### config.mk
export PLATFORM = sky130hd
export DESIGN_NAME = uirp_port
export DESIGN_NICKNAME = d
export VERILOG_FILES = /design/src/design/uirp_pkg.sv /design/src/design/uirp_ep_mem.sv /design/src/design/uirp_flags.sv /design/src/design/uirp_port.sv
export VERILOG_INCLUDE_DIRS = /design/src /design/src/design
export SDC_FILE = /design/constraint.sdc
export NUM_CORES = 1
export LEC_CHECK = 0
export BUFFER_PORTS_ARGS = -buffer_cell sky130_fd_sc_hd__buf_2
export CAP_MARGIN = 20
export CORE_ASPECT_RATIO = 2
export CORE_MARGIN = 4
export CORE_UTILIZATION = 55
export CTS_CLUSTER_SIZE = 8
export DETAILED_ROUTE_END_ITERATION = 10
export PLACE_DENSITY_LB_ADDON = 0.15
export SLEW_MARGIN = 20
export SYNTH_ARGS = -nofsm -noshare
export SYNTH_HDL_FRONTEND = slang
export SYNTH_SLANG_ARGS = --single-unit
export TNS_END_PERCENT = 10
### constraint.sdc
create_clock -name clock_i -period 5.3 [get_ports clock_i]
set_input_delay 0 -clock clock_i [delete_from_list [all_inputs] [get_ports clock_i]]
set_output_delay 0 -clock clock_i [all_outputs]
set_load 0.01 [all_outputs]
### src/design/uirp_consts.svh
`ifndef UIRP_CONSTS_SVH
`define UIRP_CONSTS_SVH

// ****************************************************************
// Special function register addresses of the indirect port.
// ****************************************************************
`define UIRP_SFR_CTRL 8'h96
`define UIRP_SFR_DATA 8'h97

// ****************************************************************
// Control register fields and reset values.
// ****************************************************************
`define UIRP_BUSY_BIT 7
`define UIRP_AUTO_BIT 6
`define UIRP_CTRL_RST 8'h00
`define UIRP_DATA_RST 8'h00
`define UIRP_CLOCK_RECOVERY_CONTROL_RST 8'h09
`define UIRP_ZERO_BYTE 8'h00

// ****************************************************************
// Indirect address map.
// ****************************************************************
`define UIRP_UA_FUNC_ADDR 6'h00
`define UIRP_UA_POWER_MGMT 6'h01
`define UIRP_UA_IN_FLAGS 6'h02
`define UIRP_UA_OUT_FLAGS 6'h04
`define UIRP_UA_COMMON_FLAGS 6'h06
`define UIRP_UA_IN_ENABLES 6'h07
`define UIRP_UA_OUT_ENABLES 6'h09
`define UIRP_UA_COMMON_ENABLES 6'h0B
`define UIRP_UA_FRAME_LOW 6'h0C
`define UIRP_UA_FRAME_HIGH 6'h0D
`define UIRP_UA_EP_INDEX 6'h0E
`define UIRP_UA_CLK_RECOVERY 6'h0F
`define UIRP_UA_EP_CSR 6'h11
`define UIRP_UA_IN_CSR_HIGH 6'h12
`define UIRP_UA_OUT_CSR_LOW 6'h14
`define UIRP_UA_OUT_CSR_HIGH 6'h15
`define UIRP_UA_EP_COUNT 6'h16
`define UIRP_UA_OUT_COUNT_HIGH 6'h17
`define UIRP_UA_IDX_BASE 6'h11
`define UIRP_UA_IDX_TOP 6'h17

`endif

### src/design/uirp_pkg.sv
package uirp_pkg;

    typedef logic [7:0] uirp_byte_t;

    typedef enum logic [1:0] {
        RD_IDLE,
        RD_ISSUE,
        RD_LOAD
    } uirp_rd_state_e;

endpackage

### src/design/uirp_ep_mem.sv
`timescale 1ns/1ps
`default_nettype none

// ****************************************************************
// Per-endpoint indexed register storage with registered read data.
// ****************************************************************
module uirp_ep_mem #(
    parameter int DW = 8,
    parameter int AW = 5
) (
    input wire logic clock_i,
    input wire logic we_i,
    input wire logic [AW-1:0] waddr_i,
    input wire logic [DW-1:0] wdata_i,
    input wire logic re_i,
    input wire logic [AW-1:0] raddr_i,
    output logic [DW-1:0] rdata_o
);

    logic [DW-1:0] mem_q [0:(1<<AW)-1];
    logic [DW-1:0] rdata_q;

    always_ff @(posedge clock_i)
    begin
        if (we_i)
        begin
            mem_q[waddr_i] <= wdata_i;
        end
    end

    always_ff @(posedge clock_i)
    begin
        if (re_i)
        begin
            rdata_q <= mem_q[raddr_i];
        end
    end

    assign rdata_o = rdata_q;

endmodule

`default_nettype wire

### src/design/uirp_flags.sv
`timescale 1ns/1ps
`default_nettype none

// ****************************************************************
// Sticky event flags, cleared by an indirect read; a set wins.
// ****************************************************************
module uirp_flags #(
    parameter int W = 8
) (
    input wire logic clock_i,
    input wire logic sys_rst_i,
    input wire logic [W-1:0] set_i,
    input wire logic clr_i,
    output logic [W-1:0] flags_o
);

    logic [W-1:0] flag_q;

    for (genvar i = 0; i < W; i++)
    begin : g_bit
        always_ff @(posedge clock_i or posedge sys_rst_i)
        begin
            if (sys_rst_i)
            begin
                flag_q[i] <= 1'b0;
            end
            else
            begin
                flag_q[i] <= set_i[i] | (flag_q[i] & ~clr_i);
            end
        end
    end

    assign flags_o = flag_q;

endmodule

`default_nettype wire

### src/design/uirp_port.sv
`timescale 1ns/1ps
`default_nettype none

`include "uirp_consts.svh"

// Functional notes
// - USB registers reached only through two SFRs.
// - Six-bit target address selects the register.
// - Indexed addresses route to the selected endpoint.
// - Data SFR carries write and read data.
// - Flags decoded at 0x02, 0x04, 0x06.
// - Enables decoded at 0x07, 0x09, 0x0B.
// - Frame number low 0x0C, high 0x0D.
// - Index zero: control 0x11, count 0x16.
// - IN high 0x12, OUT low 0x14, high 0x15.
// - OUT packet count high byte at 0x17.
// - 0x02 to 0x0B form flag/enable group.
module uirp_port #(
    parameter int EP_W = 2
) (
    input wire logic clock_i,
    input wire logic sys_rst_i,
    input wire logic [7:0] sfr_addr_i,
    input wire logic sfr_wr_i,
    input wire logic sfr_rd_i,
    input wire uirp_pkg::uirp_byte_t sfr_wdata_i,
    output uirp_pkg::uirp_byte_t sfr_rdata_o,
    input wire logic usb_clk_ok_i,
    input wire logic [7:0] in_evt_i,
    input wire logic [7:0] out_evt_i,
    input wire logic [7:0] common_evt_i,
    input wire logic [10:0] frame_num_i,
    input wire logic core_we_i,
    input wire logic [EP_W-1:0] core_ep_i,
    input wire logic [2:0] core_slot_i,
    input wire uirp_pkg::uirp_byte_t core_wdata_i,
    output uirp_pkg::uirp_byte_t function_address_o,
    output uirp_pkg::uirp_byte_t power_mgmt_o,
    output uirp_pkg::uirp_byte_t endpoint_index_o,
    output uirp_pkg::uirp_byte_t clk_recovery_o,
    output uirp_pkg::uirp_byte_t in_enables_o,
    output uirp_pkg::uirp_byte_t out_enables_o,
    output uirp_pkg::uirp_byte_t common_enables_o,
    output logic busy_o
);

    import uirp_pkg::*;

    // ****************************************************************
    // Decode helpers.
    // ****************************************************************
    function automatic logic is_indexed(input logic [5:0] a);
        is_indexed = (a >= `UIRP_UA_IDX_BASE) && (a <= `UIRP_UA_IDX_TOP);
    endfunction

    function automatic logic is_sw_writable_idx(input logic [5:0] a);
        is_sw_writable_idx = (a == `UIRP_UA_EP_CSR)
            || (a == `UIRP_UA_IN_CSR_HIGH)
            || (a == `UIRP_UA_OUT_CSR_LOW)
            || (a == `UIRP_UA_OUT_CSR_HIGH);
    endfunction

    // ****************************************************************
    // Declarations.
    // ****************************************************************
    uirp_byte_t ctrl_q, data_q, rdata_q, func_addr_q, power_q;
    uirp_byte_t index_q, clock_recovery_control_q, in_ie_q, out_ie_q, cm_ie_q;
    uirp_rd_state_e rd_state_q;
    logic [5:0] target_addr;
    logic auto_reread_bit, ctrl_wr, data_wr, data_rd, start_rd, load;
    logic sw_common_wr, sw_idx_wr, mem_we;
    logic [EP_W+2:0] mem_waddr;
    uirp_byte_t mem_wdata, mem_rdata, common_rdata;
    logic [7:0] in_flags, out_flags, cm_flags;

    // ****************************************************************
    // Special function register decode.
    // ****************************************************************
    assign ctrl_wr = sfr_wr_i && (sfr_addr_i == `UIRP_SFR_CTRL);
    assign data_wr = sfr_wr_i && (sfr_addr_i == `UIRP_SFR_DATA);
    assign data_rd = sfr_rd_i && (sfr_addr_i == `UIRP_SFR_DATA);
    assign target_addr = ctrl_q[5:0];
    assign auto_reread_bit = ctrl_q[`UIRP_AUTO_BIT];
    assign busy_o = ctrl_q[`UIRP_BUSY_BIT];
    assign load = (rd_state_q == RD_LOAD);

    // A write of zero to busy has no effect; reads are ignored while busy.
    assign start_rd = (rd_state_q == RD_IDLE)
        && ((ctrl_wr && sfr_wdata_i[`UIRP_BUSY_BIT])
        || (data_rd && auto_reread_bit));

    // ****************************************************************
    // Address/control register; busy drops once the data is loaded.
    // ****************************************************************
    always_ff @(posedge clock_i or posedge sys_rst_i)
    begin
        if (sys_rst_i)
        begin
            ctrl_q <= `UIRP_CTRL_RST;
        end
        else
        begin
            if (ctrl_wr)
            begin
                ctrl_q[6:0] <= sfr_wdata_i[6:0];
            end
            if (start_rd)
            begin
                ctrl_q[`UIRP_BUSY_BIT] <= 1'b1;
            end
            else if (load)
            begin
                ctrl_q[`UIRP_BUSY_BIT] <= 1'b0;
            end
        end
    end

    // ****************************************************************
    // Indirect read sequencer.
    // ****************************************************************
    always_ff @(posedge clock_i or posedge sys_rst_i)
    begin
        if (sys_rst_i)
        begin
            rd_state_q <= RD_IDLE;
        end
        else
        begin
            case (rd_state_q)
                RD_IDLE:
                begin
                    if (start_rd)
                        rd_state_q <= RD_ISSUE;
                end
                RD_ISSUE:
                begin
                    // Waits for the USB clock before touching its registers.
                    if (usb_clk_ok_i)
                        rd_state_q <= RD_LOAD;
                end
                RD_LOAD: rd_state_q <= RD_IDLE;
                default: rd_state_q <= RD_IDLE;
            endcase
        end
    end

    // ****************************************************************
    // Read mux of the common and interrupt registers.
    // ****************************************************************
    always_comb
    begin
        case (target_addr)
            `UIRP_UA_FUNC_ADDR: common_rdata = func_addr_q;
            `UIRP_UA_POWER_MGMT: common_rdata = power_q;
            `UIRP_UA_IN_FLAGS: common_rdata = in_flags;
            `UIRP_UA_OUT_FLAGS: common_rdata = out_flags;
            `UIRP_UA_COMMON_FLAGS: common_rdata = cm_flags;
            `UIRP_UA_IN_ENABLES: common_rdata = in_ie_q;
            `UIRP_UA_OUT_ENABLES: common_rdata = out_ie_q;
            `UIRP_UA_COMMON_ENABLES: common_rdata = cm_ie_q;
            `UIRP_UA_FRAME_LOW: common_rdata = frame_num_i[7:0];
            `UIRP_UA_FRAME_HIGH: common_rdata = {5'h00, frame_num_i[10:8]};
            `UIRP_UA_EP_INDEX: common_rdata = index_q;
            `UIRP_UA_CLK_RECOVERY: common_rdata = clock_recovery_control_q;
            default: common_rdata = `UIRP_ZERO_BYTE;
        endcase
    end

    // ****************************************************************
    // Data register: write data in, loaded read data out.
    // ****************************************************************
    always_ff @(posedge clock_i or posedge sys_rst_i)
    begin
        if (sys_rst_i)
        begin
            data_q <= `UIRP_DATA_RST;
        end
        else if (load)
        begin
            data_q <= is_indexed(target_addr) ? mem_rdata : common_rdata;
        end
        else if (data_wr)
        begin
            data_q <= sfr_wdata_i;
        end
    end

    always_ff @(posedge clock_i or posedge sys_rst_i)
    begin
        if (sys_rst_i)
        begin
            rdata_q <= `UIRP_ZERO_BYTE;
        end
        else if (sfr_rd_i)
        begin
            case (sfr_addr_i)
                `UIRP_SFR_CTRL: rdata_q <= ctrl_q;
                `UIRP_SFR_DATA: rdata_q <= data_q;
                default: rdata_q <= `UIRP_ZERO_BYTE;
            endcase
        end
    end

    assign sfr_rdata_o = rdata_q;

    // ****************************************************************
    // Common register writes through the data register.
    // ****************************************************************
    assign sw_common_wr = data_wr && !is_indexed(target_addr);
    always_ff @(posedge clock_i or posedge sys_rst_i)
    begin
        if (sys_rst_i)
        begin
            func_addr_q <= `UIRP_ZERO_BYTE;
            power_q <= `UIRP_ZERO_BYTE;
            index_q <= `UIRP_ZERO_BYTE;
            clock_recovery_control_q <= `UIRP_CLOCK_RECOVERY_CONTROL_RST;
            in_ie_q <= `UIRP_ZERO_BYTE;
            out_ie_q <= `UIRP_ZERO_BYTE;
            cm_ie_q <= `UIRP_ZERO_BYTE;
        end
        else if (sw_common_wr)
        begin
            case (target_addr)
                `UIRP_UA_FUNC_ADDR: func_addr_q <= sfr_wdata_i;
                `UIRP_UA_POWER_MGMT: power_q <= sfr_wdata_i;
                `UIRP_UA_EP_INDEX: index_q <= sfr_wdata_i;
                `UIRP_UA_CLK_RECOVERY: clock_recovery_control_q <= sfr_wdata_i;
                `UIRP_UA_IN_ENABLES: in_ie_q <= sfr_wdata_i;
                `UIRP_UA_OUT_ENABLES: out_ie_q <= sfr_wdata_i;
                `UIRP_UA_COMMON_ENABLES: cm_ie_q <= sfr_wdata_i;
                default:
                begin
                end
            endcase
        end
    end

    assign function_address_o = func_addr_q;
    assign power_mgmt_o = power_q;
    assign endpoint_index_o = index_q;
    assign clk_recovery_o = clock_recovery_control_q;
    assign in_enables_o = in_ie_q;
    assign out_enables_o = out_ie_q;
    assign common_enables_o = cm_ie_q;

    // ****************************************************************
    // Interrupt flags, cleared when an indirect read loads them.
    // ****************************************************************
    uirp_flags #(.W(8)) u_in_flags (
        .clock_i(clock_i), .sys_rst_i(sys_rst_i),
        .set_i(in_evt_i),
        .clr_i(load && (target_addr == `UIRP_UA_IN_FLAGS)),
        .flags_o(in_flags)
    );
    uirp_flags #(.W(8)) u_out_flags (
        .clock_i(clock_i), .sys_rst_i(sys_rst_i),
        .set_i(out_evt_i),
        .clr_i(load && (target_addr == `UIRP_UA_OUT_FLAGS)),
        .flags_o(out_flags)
    );
    uirp_flags #(.W(8)) u_cm_flags (
        .clock_i(clock_i), .sys_rst_i(sys_rst_i),
        .set_i(common_evt_i),
        .clr_i(load && (target_addr == `UIRP_UA_COMMON_FLAGS)),
        .flags_o(cm_flags)
    );

    // ****************************************************************
    // Indexed registers; slot is the low three address bits.
    // ****************************************************************
    // Core updates take priority; counts are read-only to software.
    assign sw_idx_wr = data_wr && is_sw_writable_idx(target_addr);
    assign mem_we = core_we_i || sw_idx_wr;
    assign mem_waddr = core_we_i ? {core_ep_i, core_slot_i}
        : {index_q[EP_W-1:0], target_addr[2:0]};
    assign mem_wdata = core_we_i ? core_wdata_i : sfr_wdata_i;

    uirp_ep_mem #(.DW(8), .AW(EP_W + 3)) u_ep_mem (
        .clock_i(clock_i),
        .we_i(mem_we),
        .waddr_i(mem_waddr),
        .wdata_i(mem_wdata),
        .re_i((rd_state_q == RD_ISSUE) && usb_clk_ok_i),
        .raddr_i({index_q[EP_W-1:0], target_addr[2:0]}),
        .rdata_o(mem_rdata)
    );
endmodule

`default_nettype wire

==> metrics <==
run status=finished clean; Synth area leader=sky130_fd_sc_hd__edfxtp_1; Layout Skew=0.0197 ns; hold_sp=sfr_addr_i[3]; setup TNS=0 ns; area added between synthesis and finish=17.7%; startpoint of the most critical setup path=ctrl_q[3]; source of the worst register-to-register timing path=ctrl_q[3]; via count of the first global-routing pass=between 9000 and 10000; maximum fanout along the worst path=13; Core Rows=86; average size of a mapped cell=16.9 sq um; power density over the cells=356 nW/um^2; wire length of the first global-routing pass=62700 um; least setup slack across all paths after layout=roughly 1.9 ns; fraction of layout cells with a size suffix above 1=approximately 34%; hold path depth=6; register-to-register setup slack=between 1.5 and 2 ns; type of origin of the critical path=flip-flop; placed inst area=16400 sq um; residual overflow from global routing=0; Routed WL per cell=between 20 and 30 um; number of nets in the synthesized netlist=between 900 and 1000; sink of the worst hold path=ctrl_q[7]; slew margin rel.=between 30% and 40%; initial cell density of the core=between 50% and 60%; worst setup path category=flip-flop to flip-flop; fin crit share=between 60% and 70%; cell at the root of the clock tree=sky130_fd_sc_hd__clkbuf_16; final worst hold slack=between 0.05 and 0.06 ns; number of buffers on the longest clock path=3; Antenna Cells=0; number of cells produced by synthesis=slightly above 900; Netlist cell types=between 50 and 60; number of filler cells placed in the layout=about 1900; Top Ports=~140; cell depth of the worst flop-to-flop path=6; TritonCTS clock tree=yes; DRC errors left=0; pin count of the biggest net entering global routing=59; clock sink count=370; setup fix buffers added after clock tree synthesis=0; clock latency reported for the late side of the worst-skew pair=approximately 0.56 ns; count of final max-slew check failures=0; overall track demand over capacity in global routing=27.7%; worst min-delay path category=input port to flip-flop; number of H-tree levels=2; detailed router's first-iteration violation count=approximately 790; kind of capture point of the worst setup path=flip-flop; cell leakage power=about 0.0066 uW; Die Footprint=31000 sq um; DR vias=around 9300; area share of the leading cell type in the synthesized netlist=51.3%; highest clock frequency the design can meet=296 MHz; measured slew at the worst slew-check pin=around 0.96 ns; core utilization of the finished layout=between 60% and 70%; RSZ-0062 raised after global routing=false; Cell Area, Synth=between 15000 and 20000 sq um; number of nets with antenna violations after detailed routing=0; placed wire-length estimate after detailed placement=a little under 30000 um; reported max-cap violation count=0; Post-Route WL=between 40000 and 50000 um; data required time at the worst endpoint=about 5.5 ns; Hold Violations, Final=0; Die Span X=127 um; PortBufs=around 130; cell types with the largest area share after synthesis=sky130_fd_sc_hd__edfxtp_1, sky130_fd_sc_hd__dfrtp_1, sky130_fd_sc_hd__mux4_2; standard cell core area=approximately 28000 sq um; overall die height=245 um; first-pass iteration count of the detailed router=5; pre-CTS worst setup slack=around 2.1 ns; Post-synth EDFFs=approximately 260; sequential fraction of the synthesis area=roughly two thirds; ys flop type=sky130_fd_sc_hd__edfxtp_1; yosys synthesis warning count=0; net count reported at finish=between 1000 and 1500; leading cell types in the layout, fill and taps excluded=sky130_fd_sc_hd__edfxtp_1, sky130_fd_sc_hd__buf_2, sky130_fd_sc_hd__dfrtp_1; final period demand of the worst path=3.38 ns; DR vias/cell=between 6 and 7; most common library cell in the layout ignoring fill and taps=sky130_fd_sc_hd__edfxtp_1; critical path data arrival time=roughly 3.6 ns; worst flop-to-flop path endpoint=u_ep_mem.mem_q[28][1]; async set or reset register ratio after synthesis=roughly 29%; number of storage elements in the synthesis netlist=370; maximum vdd drop=0.000283 V; total setup violations reported at the end of the flow=0; number of buffers inserted during clock tree synthesis=52; gpl congestion=approximately 1.1; number of antenna violations at the first check in global routing=0; post-route cell area=approximately 18000 sq um; clock-pin slew on the worst setup and hold paths=0.05 ns
==> synthesized netlist by cell type, types with 6 or more instances <==
master                     number
sky130_fd_sc_hd__nor3_1         6
sky130_fd_sc_hd__buf_1         15
sky130_fd_sc_hd__dfrtp_1      104
sky130_fd_sc_hd__a22o_1         7
sky130_fd_sc_hd__mux4_2        65
sky130_fd_sc_hd__a22oi_1       12
sky130_fd_sc_hd__nor2_1        60
sky130_fd_sc_hd__a21o_1        24
sky130_fd_sc_hd__inv_1          8
sky130_fd_sc_hd__nand2b_1       6
sky130_fd_sc_hd__buf_2         12
sky130_fd_sc_hd__a221o_1        6
sky130_fd_sc_hd__nand2_1       35
sky130_fd_sc_hd__clkbuf_1      27
sky130_fd_sc_hd__mux2i_1       27
sky130_fd_sc_hd__o22ai_1       13
sky130_fd_sc_hd__a221oi_1       8
sky130_fd_sc_hd__mux2_2        94
sky130_fd_sc_hd__edfxtp_1     264
sky130_fd_sc_hd__nand3_1       13
sky130_fd_sc_hd__a21oi_1       21
sky130_fd_sc_hd__o21ai_0        8
==> layout make-up <==
cell class	instances	area [sq um]	share of cell area, %
Multi-Input combinational cell	479	4620	25.4
Timing Repair Buffer	180	1120	6.16
Clock inverter	3	33.8	0.186
Tap cell	352	440	2.42
Inverter	8	32.5	0.179
Sequential cell	370	10600	58.2
Clock buffer	67	1360	7.46
==> where the power goes <==
part / switching [uW] / total [uW] / internal, uW
registers: 36.4 / 3200 / 3170
logic: 232 / 383 / 151
clock network: 1140 / 2890 / 1760
==> critical path, stage by stage, from the launching register on <==
cell and delay (ns):
sky130_fd_sc_hd__dfrtp_1 0.50, sky130_fd_sc_hd__buf_4 0.27, sky130_fd_sc_hd__nor3b_1 0.34, sky130_fd_sc_hd__nand4_1 0.17
sky130_fd_sc_hd__o32ai_1 0.60, sky130_fd_sc_hd__nand2_1 0.33, sky130_fd_sc_hd__nor2_1 0.77
==> metrics by stage <==
step	instances	total power (uW)
detailed placement	1352	3620
CTS	1459	6530
floorplan	913	3460
finish	1459	6480
global placement	1352	3610
global route	1459	6680
==> routing by layer <==
| metal | wire length [um] | vias up | track usage, % |
|---|---|---|---|
| met5 | 0 | - | 0 |
| met4 | 2500 | 0 | 15.1 |
| met3 | 2170 | 124 | 3.61 |
| met2 | 23700 | 424 | 51.9 |
| met1 | 13900 | 4741 | 29.5 |
| li1 | - | 3978 | - |
==> logic make-up after synthesis <==
family	Yosys count	synth area share [%]
compound gates	122	5.68
buf+inv	64	1.72
flops	370	68.4
mux	186	18.1
simple gates	171	6.09
==> flip-flops by register name (all words and copies together), names as in the netlist <==
name                 cells
u_in_flags.flags_o       8
function_address_o       8
rd_state_q               2
u_ep_mem.mem_q         256
power_mgmt_o             8
in_enables_o             8
endpoint_index_o         8
u_cm_flags.flags_o       8
data_q                   8
u_out_flags.flags_o      8
clk_recovery_o           8
sfr_rdata_o              8
ctrl_q                   8
u_ep_mem.rdata_o         8
common_enables_o         8
out_enables_o            8
==> worst max path at each step <==
stage,slack (ns),end,cells after the start
2_1_floorplan,2.51,clk_recovery_o[1],1
3_3_place_gp,2.09,u_ep_mem.mem_q[29][1],6
3_5_place_dp,2.06,u_ep_mem.mem_q[31][6],6
4_1_cts,1.92,data_q[6],7
5_1_grt,1.71,u_ep_mem.mem_q[31][1],6
6_report,1.92,u_ep_mem.mem_q[28][1],6
==> timing repair <==
| action | in CTS | in global routing |
|---|---|---|
| endpoints found under the hold margin | 161 | 0 |
| hold buffers | 37 | 0 |
| gates resized for setup | 0 | 0 |
| setup endpoints to repair | 0 | 0 |
Power figures use the tool's default switching activity.
